$ cat config.mk
export PLATFORM = sky130hd
export DESIGN_NAME = pbs_exec
export DESIGN_NICKNAME = d
export VERILOG_FILES = /design/src/hdl/pbs_pkg.sv /design/src/hdl/pbs_shift_if.sv /design/src/hdl/pbs_exec.sv /design/src/hdl/pbs_lamp.sv /design/src/hdl/pbs_shifter.sv
export SDC_FILE = /design/constraint.sdc
export NUM_CORES = 1
export LEC_CHECK = 0
export BUFFER_PORTS_ARGS = -buffer_cell sky130_fd_sc_hd__buf_2
export CAP_MARGIN = 30
export CORE_AREA = 2 2 170 239
export CTS_BUF_LIST = sky130_fd_sc_hd__clkbuf_2
export DETAILED_ROUTE_END_ITERATION = 12
export DIE_AREA = 0 0 172 241
export PLACE_DENSITY = 0.43
export SETUP_SLACK_MARGIN = 0.2
export SLEW_MARGIN = 40
export SYNTH_ARGS = -nofsm -noshare
export SYNTH_HDL_FRONTEND = slang
export SYNTH_HIERARCHICAL = 1
export SYNTH_SLANG_ARGS = --single-unit
$ cat constraint.sdc
create_clock -name pclk -period 6.5 [get_ports pclk]
set_input_delay 1.3 -clock pclk [delete_from_list [all_inputs] [get_ports pclk]]
set_output_delay 1.3 -clock pclk [all_outputs]
set_load 0.02 [all_outputs]
$ cat src/hdl/pbs_pkg.sv
/*
  shared constants and types for the branch, sequence and shift executor.
  assumes a single clock domain driven by pclk.
*/
package pbs_pkg;
  // register byte offsets
  localparam logic [11:0] CTRL_OFF = 12'h000;
  localparam logic [11:0] INSTR_OFF = 12'h004;
  localparam logic [11:0] OPND_OFF = 12'h008;
  localparam logic [11:0] RESULT_OFF = 12'h00C;
  localparam logic [11:0] STATUS_OFF = 12'h010;
  localparam logic [11:0] SBITS_OFF = 12'h014;
  localparam logic [11:0] PC_OFF = 12'h018;
  // ctrl fields
  localparam int CTRL_FORCE_EN_POS = 0;
  localparam int CTRL_IOERR_EN_POS = 1;
  localparam logic [1:0] CTRL_RST = 2'h0;
  // instruction fields: op[31:28] width[27:26] n[15:8] arg[7:0]
  localparam int INS_OP_POS = 28;
  localparam int INS_WID_POS = 26;
  localparam int INS_IND_POS = 25;
  localparam int INS_PWR_POS = 24;
  localparam int INS_CNT_POS = 8;
  // status fields
  localparam int ST_ZERO_POS = 0;
  localparam int ST_OVF_POS = 1;
  localparam int ST_ENO_POS = 2;
  localparam int ST_SSTK_POS = 3;
  localparam int ST_SKIP_POS = 4;
  localparam int ST_JMP_POS = 5;
  localparam int ST_YEL_POS = 6;
  localparam int ST_RED_POS = 7;
  localparam int ST_ERR_POS = 16;
  localparam logic [15:0] ERR_INDIRECT = 16'h0006;
  localparam logic [15:0] ERR_NONE = 16'h0000;
  localparam logic [31:0] WORD_ZERO = 32'h0000_0000;
  localparam int LABEL_MAX = 255;
  localparam int SBIT_COUNT = 32;

  typedef enum logic [3:0] {
    OP_NOP = 4'h0,
    OP_BRANCH = 4'h1,
    OP_MARK = 4'h2,
    OP_SEG_LOAD = 4'h3,
    OP_SEG_END = 4'h4,
    OP_SEG_TRANS = 4'h5,
    OP_SEG_CEXIT = 4'h6,
    OP_LAMP = 4'h7,
    OP_SHL = 4'h8,
    OP_SHR = 4'h9,
    OP_SET_SBIT = 4'hA
  } pbs_op_type;

  typedef enum logic [1:0] {
    WID_BYTE = 2'h0,
    WID_WORD = 2'h1,
    WID_DWORD = 2'h2
  } pbs_wid_type;
endpackage

$ cat src/hdl/pbs_shift_if.sv
/*
  carries one shift request and its answer between the core and the shifter.
  assumes both ends sit on the same clock.
*/
`timescale 1ns/1ps
interface pbs_shift_if;
  logic [31:0] din;
  logic [7:0] cnt;
  logic left;
  pbs_pkg::pbs_wid_type wid;
  logic [31:0] dout;
  logic last_out;
  logic zero;
  modport core (output din, cnt, left, wid, input dout, last_out, zero);
  modport unit (input din, cnt, left, wid, output dout, last_out, zero);
endinterface

$ cat src/hdl/pbs_exec.sv
/*
  executor for branch, sequence segment, diagnostic lamp and shift ops.
  assumes an apb master issues one instruction per write to the instr word;
  state bits live here, labels are resolved by a program-memory scanner
  outside via the jump request and label outputs.
*/
`timescale 1ns/1ps
module pbs_exec (
  // apb
  input wire logic pclk,
  input wire logic presetn,
  input wire logic psel,
  input wire logic penable,
  input wire logic pwrite,
  input wire logic [11:0] paddr,
  input wire logic [31:0] pwdata,
  output logic [31:0] prdata,
  output logic pready,
  output logic pslverr,
  // clock enable
  input wire logic ce,
  // fault sources
  input wire logic forced_item,
  input wire logic module_io_error,
  input wire logic system_fault,
  input wire logic indirect_bad,
  // branch
  output logic branch_req,
  output logic [7:0] branch_label,
  // lamp
  output logic lamp_yellow,
  output logic lamp_red
);
  pbs_shift_if shb ();

  logic [1:0] ctrl_r;
  logic [31:0] opnd_r;
  logic [31:0] result_r;
  logic zero_r, ovf_r, eno_r;
  logic sstk_r, skip_r;
  logic lamp_r;
  logic [15:0] err_r;
  logic [31:0] sbits_r;
  logic [7:0] label_r;
  logic branch_r;
  logic [31:0] sbits_nxt;

  logic wr_en, rd_en;
  logic [31:0] rd_mux;
  logic addr_ok;
  logic ins_wr;
  pbs_pkg::pbs_op_type op;
  logic [7:0] ins_cnt, ins_arg;
  logic ins_pwr, ins_ind;
  logic [4:0] sidx;
  logic seg_active;
  logic is_shift, is_seg_op;
  logic [31:0] status_w;
  logic run_go, sh_go, sh_ok;

  function automatic logic [31:0] onehot(input logic [4:0] i);
    onehot = 32'h0000_0001 << i;
  endfunction

  assign wr_en = psel & penable & pwrite & ce;
  assign rd_en = psel & ~pwrite;
  assign pready = 1'b1;
  assign addr_ok = (paddr == pbs_pkg::CTRL_OFF) ||
                   (paddr == pbs_pkg::INSTR_OFF) ||
                   (paddr == pbs_pkg::OPND_OFF) ||
                   (paddr == pbs_pkg::RESULT_OFF) ||
                   (paddr == pbs_pkg::STATUS_OFF) ||
                   (paddr == pbs_pkg::SBITS_OFF) ||
                   (paddr == pbs_pkg::PC_OFF);
  assign pslverr = psel & penable & ~addr_ok;

  assign ins_wr = wr_en & (paddr == pbs_pkg::INSTR_OFF);
  assign op = pbs_pkg::pbs_op_type'(pwdata[pbs_pkg::INS_OP_POS +: 4]);
  assign ins_pwr = pwdata[pbs_pkg::INS_PWR_POS];
  assign ins_ind = pwdata[pbs_pkg::INS_IND_POS];
  assign ins_cnt = pwdata[pbs_pkg::INS_CNT_POS +: 8];
  assign ins_arg = pwdata[7:0];
  assign sidx = ins_arg[4:0];
  assign is_shift = (op == pbs_pkg::OP_SHL) || (op == pbs_pkg::OP_SHR);
  assign is_seg_op = (op == pbs_pkg::OP_SEG_LOAD) ||
                     (op == pbs_pkg::OP_SEG_END);
  // inside a de-energized or exited segment only segment load and end markers run
  assign seg_active = ~skip_r | is_seg_op;
  // qualified strobes shared by the checks below
  assign run_go = ins_wr & seg_active & ins_pwr;
  assign sh_go = run_go & is_shift;
  assign sh_ok = sh_go & ~ins_ind & ~indirect_bad;

  assign shb.din = opnd_r;
  assign shb.cnt = ins_cnt;
  assign shb.left = (op == pbs_pkg::OP_SHL);
  assign shb.wid = pbs_pkg::pbs_wid_type'(pwdata[pbs_pkg::INS_WID_POS +: 2]);

  pbs_shifter u_shift (
    .sh(shb.unit)
  );

  pbs_lamp u_lamp (
    .instr_on(lamp_r),
    .force_en(ctrl_r[pbs_pkg::CTRL_FORCE_EN_POS]),
    .forced(forced_item),
    .ioerr_en(ctrl_r[pbs_pkg::CTRL_IOERR_EN_POS]),
    .ioerr(module_io_error),
    .sys_fault(system_fault),
    .yellow(lamp_yellow),
    .red(lamp_red)
  );

  // transition clears own bit and sets target; set wins on same index
  always_comb begin
    sbits_nxt = sbits_r;
    if (ins_wr && seg_active && ins_pwr) begin
      if (op == pbs_pkg::OP_SEG_TRANS) begin
        sbits_nxt = (sbits_r & ~onehot(label_r[4:0])) | onehot(sidx);
      end else if (op == pbs_pkg::OP_SET_SBIT) begin
        sbits_nxt = sbits_r | onehot(sidx);
      end
    end
  end

  always_ff @(posedge pclk or negedge presetn) begin
    if (!presetn) begin
      ctrl_r <= pbs_pkg::CTRL_RST;
      opnd_r <= pbs_pkg::WORD_ZERO;
    end else if (wr_en) begin
      if (paddr == pbs_pkg::CTRL_OFF) ctrl_r <= pwdata[1:0];
      if (paddr == pbs_pkg::OPND_OFF) opnd_r <= pwdata;
    end
  end

  // segment stack, active index and skip state
  always_ff @(posedge pclk or negedge presetn) begin
    if (!presetn) begin
      sstk_r <= 1'b0;
      skip_r <= 1'b0;
      sbits_r <= pbs_pkg::WORD_ZERO;
      label_r <= 8'h00;
    end else if (ins_wr) begin
      sbits_r <= sbits_nxt;
      case (op)
        pbs_pkg::OP_SEG_LOAD: begin
          sstk_r <= sbits_r[sidx];
          skip_r <= ~sbits_r[sidx];
          label_r <= ins_arg;
        end
        pbs_pkg::OP_SEG_END: begin
          skip_r <= 1'b0;
        end
        pbs_pkg::OP_SEG_CEXIT: begin
          // stack and state bits kept
          if (seg_active && ins_pwr) skip_r <= 1'b1;
        end
        default: begin
          // transition leaves stack alone
          sstk_r <= sstk_r;
        end
      endcase
    end
  end

  // shift results, lamp latch, branch requests
  always_ff @(posedge pclk or negedge presetn) begin
    if (!presetn) begin
      result_r <= pbs_pkg::WORD_ZERO;
      zero_r <= 1'b0;
      ovf_r <= 1'b0;
      eno_r <= 1'b1;
      err_r <= pbs_pkg::ERR_NONE;
      lamp_r <= 1'b0;
      branch_r <= 1'b0;
      branch_label <= 8'h00;
    end else if (ce) begin
      branch_r <= 1'b0;
      if (ins_wr && seg_active) begin
        if (is_shift && ins_pwr) begin
          if (ins_ind || indirect_bad) begin
            eno_r <= 1'b0;
            err_r <= pbs_pkg::ERR_INDIRECT;
          end else begin
            eno_r <= 1'b1;
            err_r <= pbs_pkg::ERR_NONE;
            result_r <= shb.dout;
            zero_r <= shb.zero;
            if (ins_cnt != 8'h00) ovf_r <= shb.last_out;
          end
        end
        if (op == pbs_pkg::OP_LAMP && ins_pwr) begin
          lamp_r <= (opnd_r[7:0] != 8'h00);
        end
        if (op == pbs_pkg::OP_BRANCH && ins_pwr) begin
          branch_r <= 1'b1;
          branch_label <= ins_arg;
        end
      end
    end
  end
  assign branch_req = branch_r;

  assign status_w = {err_r, 8'h00, lamp_red, lamp_yellow, branch_r,
                     skip_r, sstk_r, eno_r, ovf_r, zero_r};
  assign rd_mux = (paddr == pbs_pkg::CTRL_OFF) ? {30'h0000_0000, ctrl_r} :
                  (paddr == pbs_pkg::OPND_OFF) ? opnd_r :
                  (paddr == pbs_pkg::RESULT_OFF) ? result_r :
                  (paddr == pbs_pkg::STATUS_OFF) ? status_w :
                  (paddr == pbs_pkg::SBITS_OFF) ? sbits_r :
                  (paddr == pbs_pkg::PC_OFF) ? {24'h00_0000, branch_label} :
                  pbs_pkg::WORD_ZERO;
  always_ff @(posedge pclk or negedge presetn) begin
    if (!presetn) prdata <= pbs_pkg::WORD_ZERO;
    else if (ce && rd_en && !penable) prdata <= rd_mux;
  end

  // checks share the decode strobes of the clocked blocks
  AST_ERR_CODE: assert property (
    @(posedge pclk) disable iff (!presetn)
    !eno_r |-> err_r == pbs_pkg::ERR_INDIRECT)
    else $error("enable low without indirect error code");
  AST_ENO_OK: assert property (
    @(posedge pclk) disable iff (!presetn)
    sh_ok |=> eno_r && err_r == pbs_pkg::ERR_NONE)
    else $error("clean shift left enable low");
  AST_ENO_BAD: assert property (
    @(posedge pclk) disable iff (!presetn)
    (sh_go && !sh_ok) |=> !eno_r && err_r == pbs_pkg::ERR_INDIRECT)
    else $error("bad indirect shift kept enable high");
  AST_LAMP: assert property (
    @(posedge pclk) disable iff (!presetn)
    (ctrl_r == pbs_pkg::CTRL_RST) |-> lamp_yellow == lamp_r)
    else $error("yellow not under sole instruction control");
  AST_LAMP_OPT: assert property (
    @(posedge pclk) disable iff (!presetn)
    (ctrl_r[pbs_pkg::CTRL_FORCE_EN_POS] && forced_item) |-> lamp_yellow)
    else $error("enabled forced item left yellow off");
  AST_LAMP_SET: assert property (
    @(posedge pclk) disable iff (!presetn)
    (run_go && op == pbs_pkg::OP_LAMP) |=>
      lamp_r == ($past(opnd_r[7:0]) != 8'h00))
    else $error("lamp latch does not follow byte");
  AST_RED: assert property (
    @(posedge pclk) disable iff (!presetn)
    lamp_red == system_fault)
    else $error("red lamp does not follow system fault");
  AST_ZERO: assert property (
    @(posedge pclk) disable iff (!presetn)
    $rose(zero_r) |-> result_r == pbs_pkg::WORD_ZERO)
    else $error("zero flag with nonzero result");
  AST_OVF_HOLD: assert property (
    @(posedge pclk) disable iff (!presetn)
    (ins_wr && is_shift && ins_cnt == 8'h00) |=> $stable(ovf_r))
    else $error("overflow moved on zero count");
  AST_SH_COPY: assert property (
    @(posedge pclk) disable iff (!presetn)
    (sh_ok && ins_cnt == 8'h00 && shb.wid == pbs_pkg::WID_DWORD) |=>
      result_r == $past(opnd_r))
    else $error("zero count did not copy input");
  AST_SH_SAT: assert property (
    @(posedge pclk) disable iff (!presetn)
    (sh_ok && shb.wid == pbs_pkg::WID_BYTE && ins_cnt >= 8'h08) |=>
      result_r == pbs_pkg::WORD_ZERO)
    else $error("byte shift past width not cleared");
  AST_SH_FILL: assert property (
    @(posedge pclk) disable iff (!presetn)
    (sh_ok && shb.left && ins_cnt == 8'h01) |=> !result_r[0])
    else $error("left shift did not fill with zero");
  AST_SH_NOSIGN: assert property (
    @(posedge pclk) disable iff (!presetn)
    (sh_ok && !shb.left && shb.wid == pbs_pkg::WID_DWORD &&
      ins_cnt == 8'h01) |=> !result_r[31])
    else $error("right shift extended the sign");
  AST_SH_OVF: assert property (
    @(posedge pclk) disable iff (!presetn)
    (sh_ok && shb.left && shb.wid == pbs_pkg::WID_BYTE &&
      ins_cnt == 8'h01) |=> ovf_r == $past(opnd_r[7]))
    else $error("overflow is not the bit shifted out");
  AST_CEXIT: assert property (
    @(posedge pclk) disable iff (!presetn)
    (ins_wr && op == pbs_pkg::OP_SEG_CEXIT) |=>
      $stable(sbits_r) && $stable(sstk_r))
    else $error("conditional exit changed state");
  AST_CEXIT_SKIP: assert property (
    @(posedge pclk) disable iff (!presetn)
    (run_go && op == pbs_pkg::OP_SEG_CEXIT) |=> skip_r)
    else $error("conditional exit did not skip");
  AST_LOAD: assert property (
    @(posedge pclk) disable iff (!presetn)
    (ins_wr && op == pbs_pkg::OP_SEG_LOAD) |=>
      sstk_r == $past(sbits_r[sidx]))
    else $error("segment load missed the state bit");
  AST_LOAD_SKIP: assert property (
    @(posedge pclk) disable iff (!presetn)
    (ins_wr && op == pbs_pkg::OP_SEG_LOAD) |=> skip_r == !sstk_r)
    else $error("segment energy does not follow stack");
  AST_SEG_END: assert property (
    @(posedge pclk) disable iff (!presetn)
    (ins_wr && op == pbs_pkg::OP_SEG_END) |=> !skip_r)
    else $error("logic after segment end still skipped");
  AST_SKIP_BODY: assert property (
    @(posedge pclk) disable iff (!presetn)
    (ins_wr && skip_r && !is_seg_op) |=>
      $stable(sbits_r) && $stable(lamp_r) && $stable(result_r) &&
      !branch_req)
    else $error("skipped segment body took effect");
  AST_TRANS_SET: assert property (
    @(posedge pclk) disable iff (!presetn)
    (run_go && op == pbs_pkg::OP_SEG_TRANS) |=> sbits_r[$past(sidx)])
    else $error("transition did not set target bit");
  AST_TRANS_CLR: assert property (
    @(posedge pclk) disable iff (!presetn)
    (run_go && op == pbs_pkg::OP_SEG_TRANS && sidx != label_r[4:0]) |=>
      !sbits_r[$past(label_r[4:0])])
    else $error("transition did not clear active bit");
  AST_TRANS_STK: assert property (
    @(posedge pclk) disable iff (!presetn)
    (ins_wr && op == pbs_pkg::OP_SEG_TRANS) |=> $stable(sstk_r))
    else $error("transition changed the segment stack");
  AST_DIVERGE: assert property (
    @(posedge pclk) disable iff (!presetn)
    (run_go && op == pbs_pkg::OP_SEG_TRANS) |=>
      ($past(sbits_r) & ~sbits_r & ~$past(onehot(label_r[4:0]))) ==
      pbs_pkg::WORD_ZERO)
    else $error("transition dropped a diverging stream");
  AST_BRANCH: assert property (
    @(posedge pclk) disable iff (!presetn)
    (branch_req && ce) |=> !branch_req)
    else $error("branch request longer than one cycle");
  AST_BRANCH_LABEL: assert property (
    @(posedge pclk) disable iff (!presetn)
    (run_go && op == pbs_pkg::OP_BRANCH) |=>
      branch_req && branch_label == $past(ins_arg))
    else $error("branch request or label missing");
endmodule

$ cat src/hdl/pbs_lamp.sv
/*
  lamp combiner: yellow from instruction or enabled fault options, red on fault.
  assumes all inputs synchronous to pclk.
*/
`timescale 1ns/1ps
module pbs_lamp (
  // instruction latch and fault options
  input wire logic instr_on,
  input wire logic force_en,
  input wire logic forced,
  input wire logic ioerr_en,
  input wire logic ioerr,
  input wire logic sys_fault,
  // lamp colours
  output logic yellow,
  output logic red
);
  assign yellow = instr_on | (force_en & forced) | (ioerr_en & ioerr);
  // red kept apart so both colours are visible to the lamp driver
  assign red = sys_fault;
endmodule

$ cat src/hdl/pbs_shifter.sv
/*
  combinational zero-fill shifter for byte, word and double word.
  assumes operand bits above the width are ignored.
*/
`timescale 1ns/1ps
module pbs_shifter (
  pbs_shift_if.unit sh
);
  logic [5:0] eff;
  logic [5:0] wbits;
  logic [31:0] mask;
  logic [31:0] opnd;
  logic [63:0] wide;
  logic [63:0] moved;

  assign wbits = (sh.wid == pbs_pkg::WID_BYTE) ? 6'h08 :
                 (sh.wid == pbs_pkg::WID_WORD) ? 6'h10 : 6'h20;
  assign mask = (sh.wid == pbs_pkg::WID_BYTE) ? 32'h0000_00FF :
                (sh.wid == pbs_pkg::WID_WORD) ? 32'h0000_FFFF : 32'hFFFF_FFFF;
  // counts at or past the width saturate to the width
  assign eff = ({2'b00, sh.cnt} >= {4'h0, wbits}) ? wbits : sh.cnt[5:0];
  // unsigned view, no sign extension for any width
  assign opnd = sh.din & mask;
  assign wide = sh.left ? {32'h0000_0000, opnd} : {opnd, 32'h0000_0000};
  assign moved = sh.left ? (wide << eff) : (wide >> eff);
  assign sh.dout = sh.left ? (moved[31:0] & mask) : moved[63:32];
  // last bit out: left at bit width, right at bit 31 of low half
  assign sh.last_out = sh.left ? moved[wbits] : moved[31];
  assign sh.zero = (sh.dout == 32'h0000_0000);
endmodule

== Word level (Yosys, flattened, before mapping) ==
Cells that the tools add are included.

* Reductions and logical operators: 35
* $lt $le $gt $ge: 3
* Shifts and indexed selects: 4
* Multiplexer cells: 27
* Equal/unequal tests: 17
* $mul: 0
* Div/mod/pow operators: 0
* Bitwise gates (word level): 22
* $add $sub $neg: 0

{| class="wikitable"
|+ Operator list
! cell !! number
|-
| 2-to-1 mux 32 bit || 10
|-
| 2-to-1 mux 64 bit || 2
|-
| bitwise AND 32 bit || 3
|-
| OR 32 bit || 2
|-
| left shift 1 x 5 -> 32 bit, first input constant || 2
|-
| left shift 64 x 6 -> 64 bit || 1
|-
| right shift 64 x 6 -> 64 bit || 1
|-
| == test 12 x 5 -> 1 bit, second input constant || 3
|-
| logical NOT 32 bit || 1
|-
| inverter 32 bit || 1
|-
| == test 12 x 4 -> 1 bit, second input constant || 2
|-
| 2-to-1 mux 6 bit || 3
|-
| == test 4 x 3 -> 1 bit, second input constant || 4
|-
| nonzero test 8 bit || 2
|-
| AND reduction 3 bit || 5
|-
| == test 12 x 3 -> 1 bit, second input constant || 1
|-
| == test 4 bit, second input constant || 3
|-
| logical NOT 12 bit || 1
|-
| logical OR 1 bit || 9
|-
| bitwise AND 1 bit || 8
|-
| greater-or-equal comparator 8 x 6 -> 1 bit || 1
|-
| logical AND 1 bit || 8
|-
| 2-to-1 mux 8 bit || 1
|-
| < comparator 6 x 7 -> 1 bit, second input constant || 1
|-
| 19 further kinds || 33
|}

* Output and inout bits: 45
* Input bits: 54
* Word-level logic and storage cells: 123
* Bits in latches: 0
* Register bits: 166
* RAM bits: 0
* Memory bits (read-only): 0
* Memories: 0

== Longest topological paths before layout ==
* Depth in word-level cells: 10
* Depth in mapped cells: 20
* Gate-level depth less buffers: 14

== By module ==
The synthesis kept the hierarchy.

{| class="wikitable"
|+ By module, submodules not included
! module !! cells an instance !! area each (µm²) !! times used !! seq. area each (µm²)
|-
| pbs_exec || 629 || 7105.6 || 1 || 3779.9
|-
| pbs_shifter || 765 || 4561.9 || 1 || 0.0
|-
| pbs_lamp || 2 || 17.5 || 1 || 0.0
|}

== Least setup slack after synthesis ==
No wires, ideal clock.

* Path type: input-to-reg
* From: input port pwdata[27]
* To: register zero_r
* Data arrival time: 5.242 ns
* Stages on the path: 18
* Data required time: 6.435 ns
* Setup slack: 1.193 ns
* Path buffers: 4
* Library setup time: 0.065 ns
* Cell sequence: clkbuf_1 -> or2_2 -> clkbuf_1 -> inv_1 -> ha_1 -> or4b_4 -> a211o_1 -> buf_6 -> nand3_1 -> nand2_1 -> buf_2 -> o2111ai_1 -> o311ai_0 -> a21o_1 -> or4b_2 -> nor4_1 -> and4_1 -> mux2_1

* Word-level cells in the longest chain between the ends: 10
* Elaborated cells between the ends (all ways): 16

{| class="wikitable"
|+ Ends and longest elaborated chain
! item !! RTL line !! text
|-
| start: declaration || pbs_exec.sv:16 || <nowiki>input wire logic [31:0] pwdata,</nowiki>
|-
| == test 2 x 1 -> 1 bit || pbs_shifter.sv:17, pbs_shifter.sv:19 ||
|-
| 2-to-1 mux 6 bit / 2-to-1 mux 32 bit (equally long branches) || pbs_shifter.sv:17, pbs_shifter.sv:19 ||
|-
| 2-to-1 mux 6 bit / 2-to-1 mux 32 bit (equally long branches) || pbs_shifter.sv:16, pbs_shifter.sv:18 ||
|-
| greater-or-equal comparator 8 x 6 -> 1 bit / bitwise AND 32 bit (equally long branches) || pbs_shifter.sv:21, pbs_shifter.sv:23 ||
|-
| 2-to-1 mux 6 bit / 2-to-1 mux 64 bit (equally long branches) || pbs_shifter.sv:21, pbs_shifter.sv:24 ||
|-
| right shift 64 x 6 -> 64 bit / left shift 64 x 6 -> 64 bit (equally long branches) || pbs_shifter.sv:25 || <nowiki>assign moved = sh.left ? (wide << eff) : (wide >> eff);</nowiki>
|-
| 2-to-1 mux 64 bit || pbs_shifter.sv:25 ||
|-
| bitwise AND 32 bit || pbs_shifter.sv:26 || <nowiki>assign sh.dout = sh.left ? (moved[31:0] & mask) : moved[63:32];</nowiki>
|-
| 2-to-1 mux 32 bit * || pbs_shifter.sv:26 ||
|-
| named net shb.dout[12] || pbs_shift_if.sv:11 || <nowiki>logic [31:0] dout;</nowiki>
|-
| logical NOT 32 bit * || pbs_shifter.sv:29 || <nowiki>assign sh.zero = (sh.dout == 32'h0000_0000);</nowiki>
|-
| named net shb.zero || pbs_shift_if.sv:13 || <nowiki>logic zero;</nowiki>
|-
| end signal: assignment || pbs_exec.sv:188 || <nowiki>zero_r <= shb.zero;</nowiki>
|-
| end: declaration || pbs_exec.sv:39 || <nowiki>logic zero_r, ovf_r, eno_r;</nowiki>
|}

Mark *: on every way through the listed nets, which the timed path passes. The rest lies on a longest branch.
A chain may end at the register's enable or synchronous reset.

== Worst setup path after layout ==
Ends and elaborated chain as after synthesis.

==> impl_metrics.csv <==
group,metric,value,unit
clock_network,clock_path_buffers,2,
setup_path,worstPathArrival,6.15,ns
place,portBuffers,97,
clock_network,cts_setup_buffers,0,
synthesis,ys_types,94,
synthesis,syn_area_per_cell,8.37,um^2
detailed_routing,drtIter0Drc,1511,
detailed_routing,wire_per_inst,33.1,um
setup_path,crit_family,"compound AO/OA/AOI/OAI gates",
setup_path,start_kind,"input pin",
final_layout,layoutNonFillerInstCount,2038,
setup_path,crit_fanout,37,
timing,worstMarginPinSlew,0.953,ns
synthesis,syn_nets,1453,
timing,fin_skew,0.0381,ns
pwr,power.static_leakage,5.60,nW
die,die_w,172,um
clock_network,cts_resized,0,
timing,tns,0,ns
synthesis,seq_area_frac_synth,32.3,%
synthesis,synthFlopType,"dfrtp_1",
final_layout,fill_cells,4210,
synthesis,synth_compound_gate_area_share,29.3,%
clock_network,cts_buffers,17,
detailed_routing,drc_errors,0,
clock_network,cts_tree,"built",
final_layout,fin_nets,1555,
synthesis,post_synth_fa_ha_maj_area_fraction,0.321,%
run,maxCapViolations,0,
die,core,0.0392,mm^2
synthesis,synth_top_family_by_area,"compound AO/OA/AOI/OAI gates",
timing,fin_ws,1.11,ns
detailed_routing,wirelength,67.5,mm
synthesis,synth_xor_xnor_area_share,0,%
clock_network,hold_buffers,0,
pwr,p_sw,682,uW
setup_path,critPathCaptureType,"register",
global_routing,antenna_found_initial,4,
final_layout,syn_to_final_growth,15.4,%
setup_path,reg2reg_depth,10,
synthesis,yosysTopAreaCellShare,32.1,%
final_layout,final_common_cell,"nand2_1",
setup_path,crit_start,"pwdata[27]",
synthesis,synthSimpleGateAreaFrac,21.3,%
synthesis,synth_enable_flop_cells,0,
setup_path,max_stage_delay,0.73,ns
timing,fin_crit_sh,82.9,%
timing,setup_violations,0,
final_layout,drive_above_1_share,21.7,%
setup_path,crit_type,"input pin to register",
setup_path,crit_chain,"buf_2, inv_1, ha_1, a2111o_1, nor3_4, buf_12, mux2i_1, o22ai_1, a221oi_1, o22ai_1, a21o_1, nand4b_1, nor4b_1, and4_1, mux2_1",
timing,hold_viol_final,0,
global_routing,overflow,0,
clock_network,htreeDepth,4,
die,die_h,241,um
timing,fin_crit,5.39,ns
pwr,powerDensity,150,mW/mm^2
hold_path,hp-class,"input pin to async pin",
die,die_area,0.0415,mm^2
die,io_pins,99,
place,pre_cts_slack,0.372,ns
detailed_routing,ant_nets,0,
clock_network,clockRootBuffer,"clkbuf_2",
die,num_rows,86,
synthesis,syn_inst,1396,
synthesis,netlist_area,0.0117,mm^2
final_layout,fin_util,34.4,%
pwr,finalPower,2.02,mW
pwr,vdd_ir_drop_max,0.118,mV
clock_network,cts_sinks,151,
die,start_util,29.8,%
global_routing,grt_pass1_vias,12800,
pwr,clkPwrFrac,30.4,%
synthesis,ys_warn_count,6,
setup_path,slowest_stage,"a2111o_1",
global_routing,grt_max_degree,101,
detailed_routing,via_count,13100,
synthesis,synth_area_leaders,"dfrtp_1, mux2_2, nand2_1, o21ai_0, a21oi_1",
place,dpl_cell_area,0.0132,mm^2
outcome,status,"completed",
global_routing,grt_pass1_wl,95.6,mm
synthesis,ys_ff_latch,151,
setup_path,cp.required,7.26,ns
final_layout,fin_area,0.0135,mm^2
timing,whs,0.336,ns
place,dpl.cell_count,2006,
detailed_routing,viasPerCell,6.42,
global_routing,grt_usage,32.7,%
setup_path,cpMostUsedCell,"o22ai_1",
synthesis,synth_largest_area_cell,"dfrtp_1",
place,post-dp-hpwl,51.2,mm
synthesis,muxShareOfSynthArea,12.1,%
pwr,power.internal,1.34,mW
pwr,pwr-share-seq,48.5,%
detailed_routing,first_pass_iters,8,
timing,report.final.slew_viol_count,0,
clock_network,clk_pin_slew,0.23,ns
setup_path,timing.rr.start,"opnd_r[23]",
final_layout,layout_common_cells,"nand2_1, dfrtp_1, nor2_1",
pwr,combPwrFrac,21.1,%
clock_network,clk-insertion-delay-late,0.79,ns
setup_path,r2r_slack,2.64,ns
setup_path,path_buf_inv,3,
pwr,switching_share,33.8,%
setup_path,timing.rr.end,"zero_r",
place,gp_congestion,1.03,
timing,rsz0062_at_grt,"no",
timing,max_slew_margin,36.5,%
timing,max_freq,185,MHz
synthesis,async_reset_ff_share,100,%
## cell type report
class / count / area, um^2 / share of cell area [%]
flip-flops and latches: 151 / 3780 / 28.0
repair buffers: 193 / 1290 / 9.59
clock inverters: 12 / 179 / 1.33
well taps: 528 / 661 / 4.90
diodes: 1 / 2.50 / 0.0186
clock buffers: 18 / 90.1 / 0.668
multi-input cells: 1118 / 7420 / 55.0
inverters: 17 / 63.8 / 0.473
## worst max-delay path by stage
| stage | depth (start not counted) | to | slack, ns |
|---|---|---|---|
| after floorplan | 18 | zero_r | 1.19 |
| after global placement | 15 | zero_r | 0.22 |
| after detailed placement | 15 | zero_r | 0.37 |
| after CTS | 15 | zero_r | 1.28 |
| after global routing | 15 | zero_r | 1.05 |
| final | 15 | zero_r | 1.11 |
## flip-flops by register name (all words and copies together) (netlist names)
signal	cells
zero_r	1
result_r	32
ctrl_r	2
sstk_r	1
lamp_r	1
prdata	32
opnd_r	32
skip_r	1
branch_label	8
eno_r	1
sbits_r	32
ovf_r	1
label_r	5
branch_req	1
err_r	1
## synthesized netlist by cell type (8+ instances only)
library cell    n
o32ai_1         8
mux2i_1        35
nand4_1        25
a22oi_1        35
nor4_1         18
dfrtp_1       150
a21oi_1        79
nor3_1         40
a211o_1        13
nand2_1       168
o31ai_1        37
o21ai_0        85
mux2_2         64
a22o_1         13
o211ai_1       12
nor2_1        105
buf_1          17
and3_1          8
nor2b_1        18
nand3_1        40
a31oi_1        36
clkbuf_1       66
a222oi_1       18
o22ai_1        29
and2_1          9
buf_2          20
nand2b_1       13
a211oi_1       18
or3_1          12
mux2_1         28
inv_1          17
## power by group through the flow
stage / Clock, mW / Combinational [mW] / Sequential [mW]
2_1_floorplan: 0 / 0.189 / 1.01
3_3_place_gp: 0 / 0.415 / 0.995
3_5_place_dp: 0 / 0.413 / 0.995
4_1_cts: 0.642 / 0.414 / 0.979
5_1_grt: 0.670 / 0.447 / 0.981
6_report: 0.614 / 0.426 / 0.978
## worst reg2reg max path, stage by stage, from the launching register on
cell and delay [ns]:
dfrtp_1 0.73, or4_1 0.71, o211ai_1 0.15, a211oi_1 0.13, a311oi_2 0.30, nor2_1 0.09, or3_1 0.45, or4_1 0.54
nor4_1 0.36, and4_1 0.24, mux2_1 0.12
## routing by layer
layer | track usage, % | share of wire, % | vias to the layer above
li1 | - | - | 5619
met1 | 36.5 | 36 | 6483
met2 | 55.8 | 49 | 734
met3 | 5.97 | 6.3 | 238
met4 | 23.2 | 8.5 | 6
met5 | 0 | 0.055 | -
## kinds of logic after synthesis
| family | Yosys count |
|---|---|
| fa+ha+maj | 3 |
| flops | 151 |
| compound gates | 485 |
| buf+inv | 127 |
| simple gates | 501 |
| other cells | 1 |
| mux | 128 |
No activity file was read; power rests on OpenSTA's default activity.
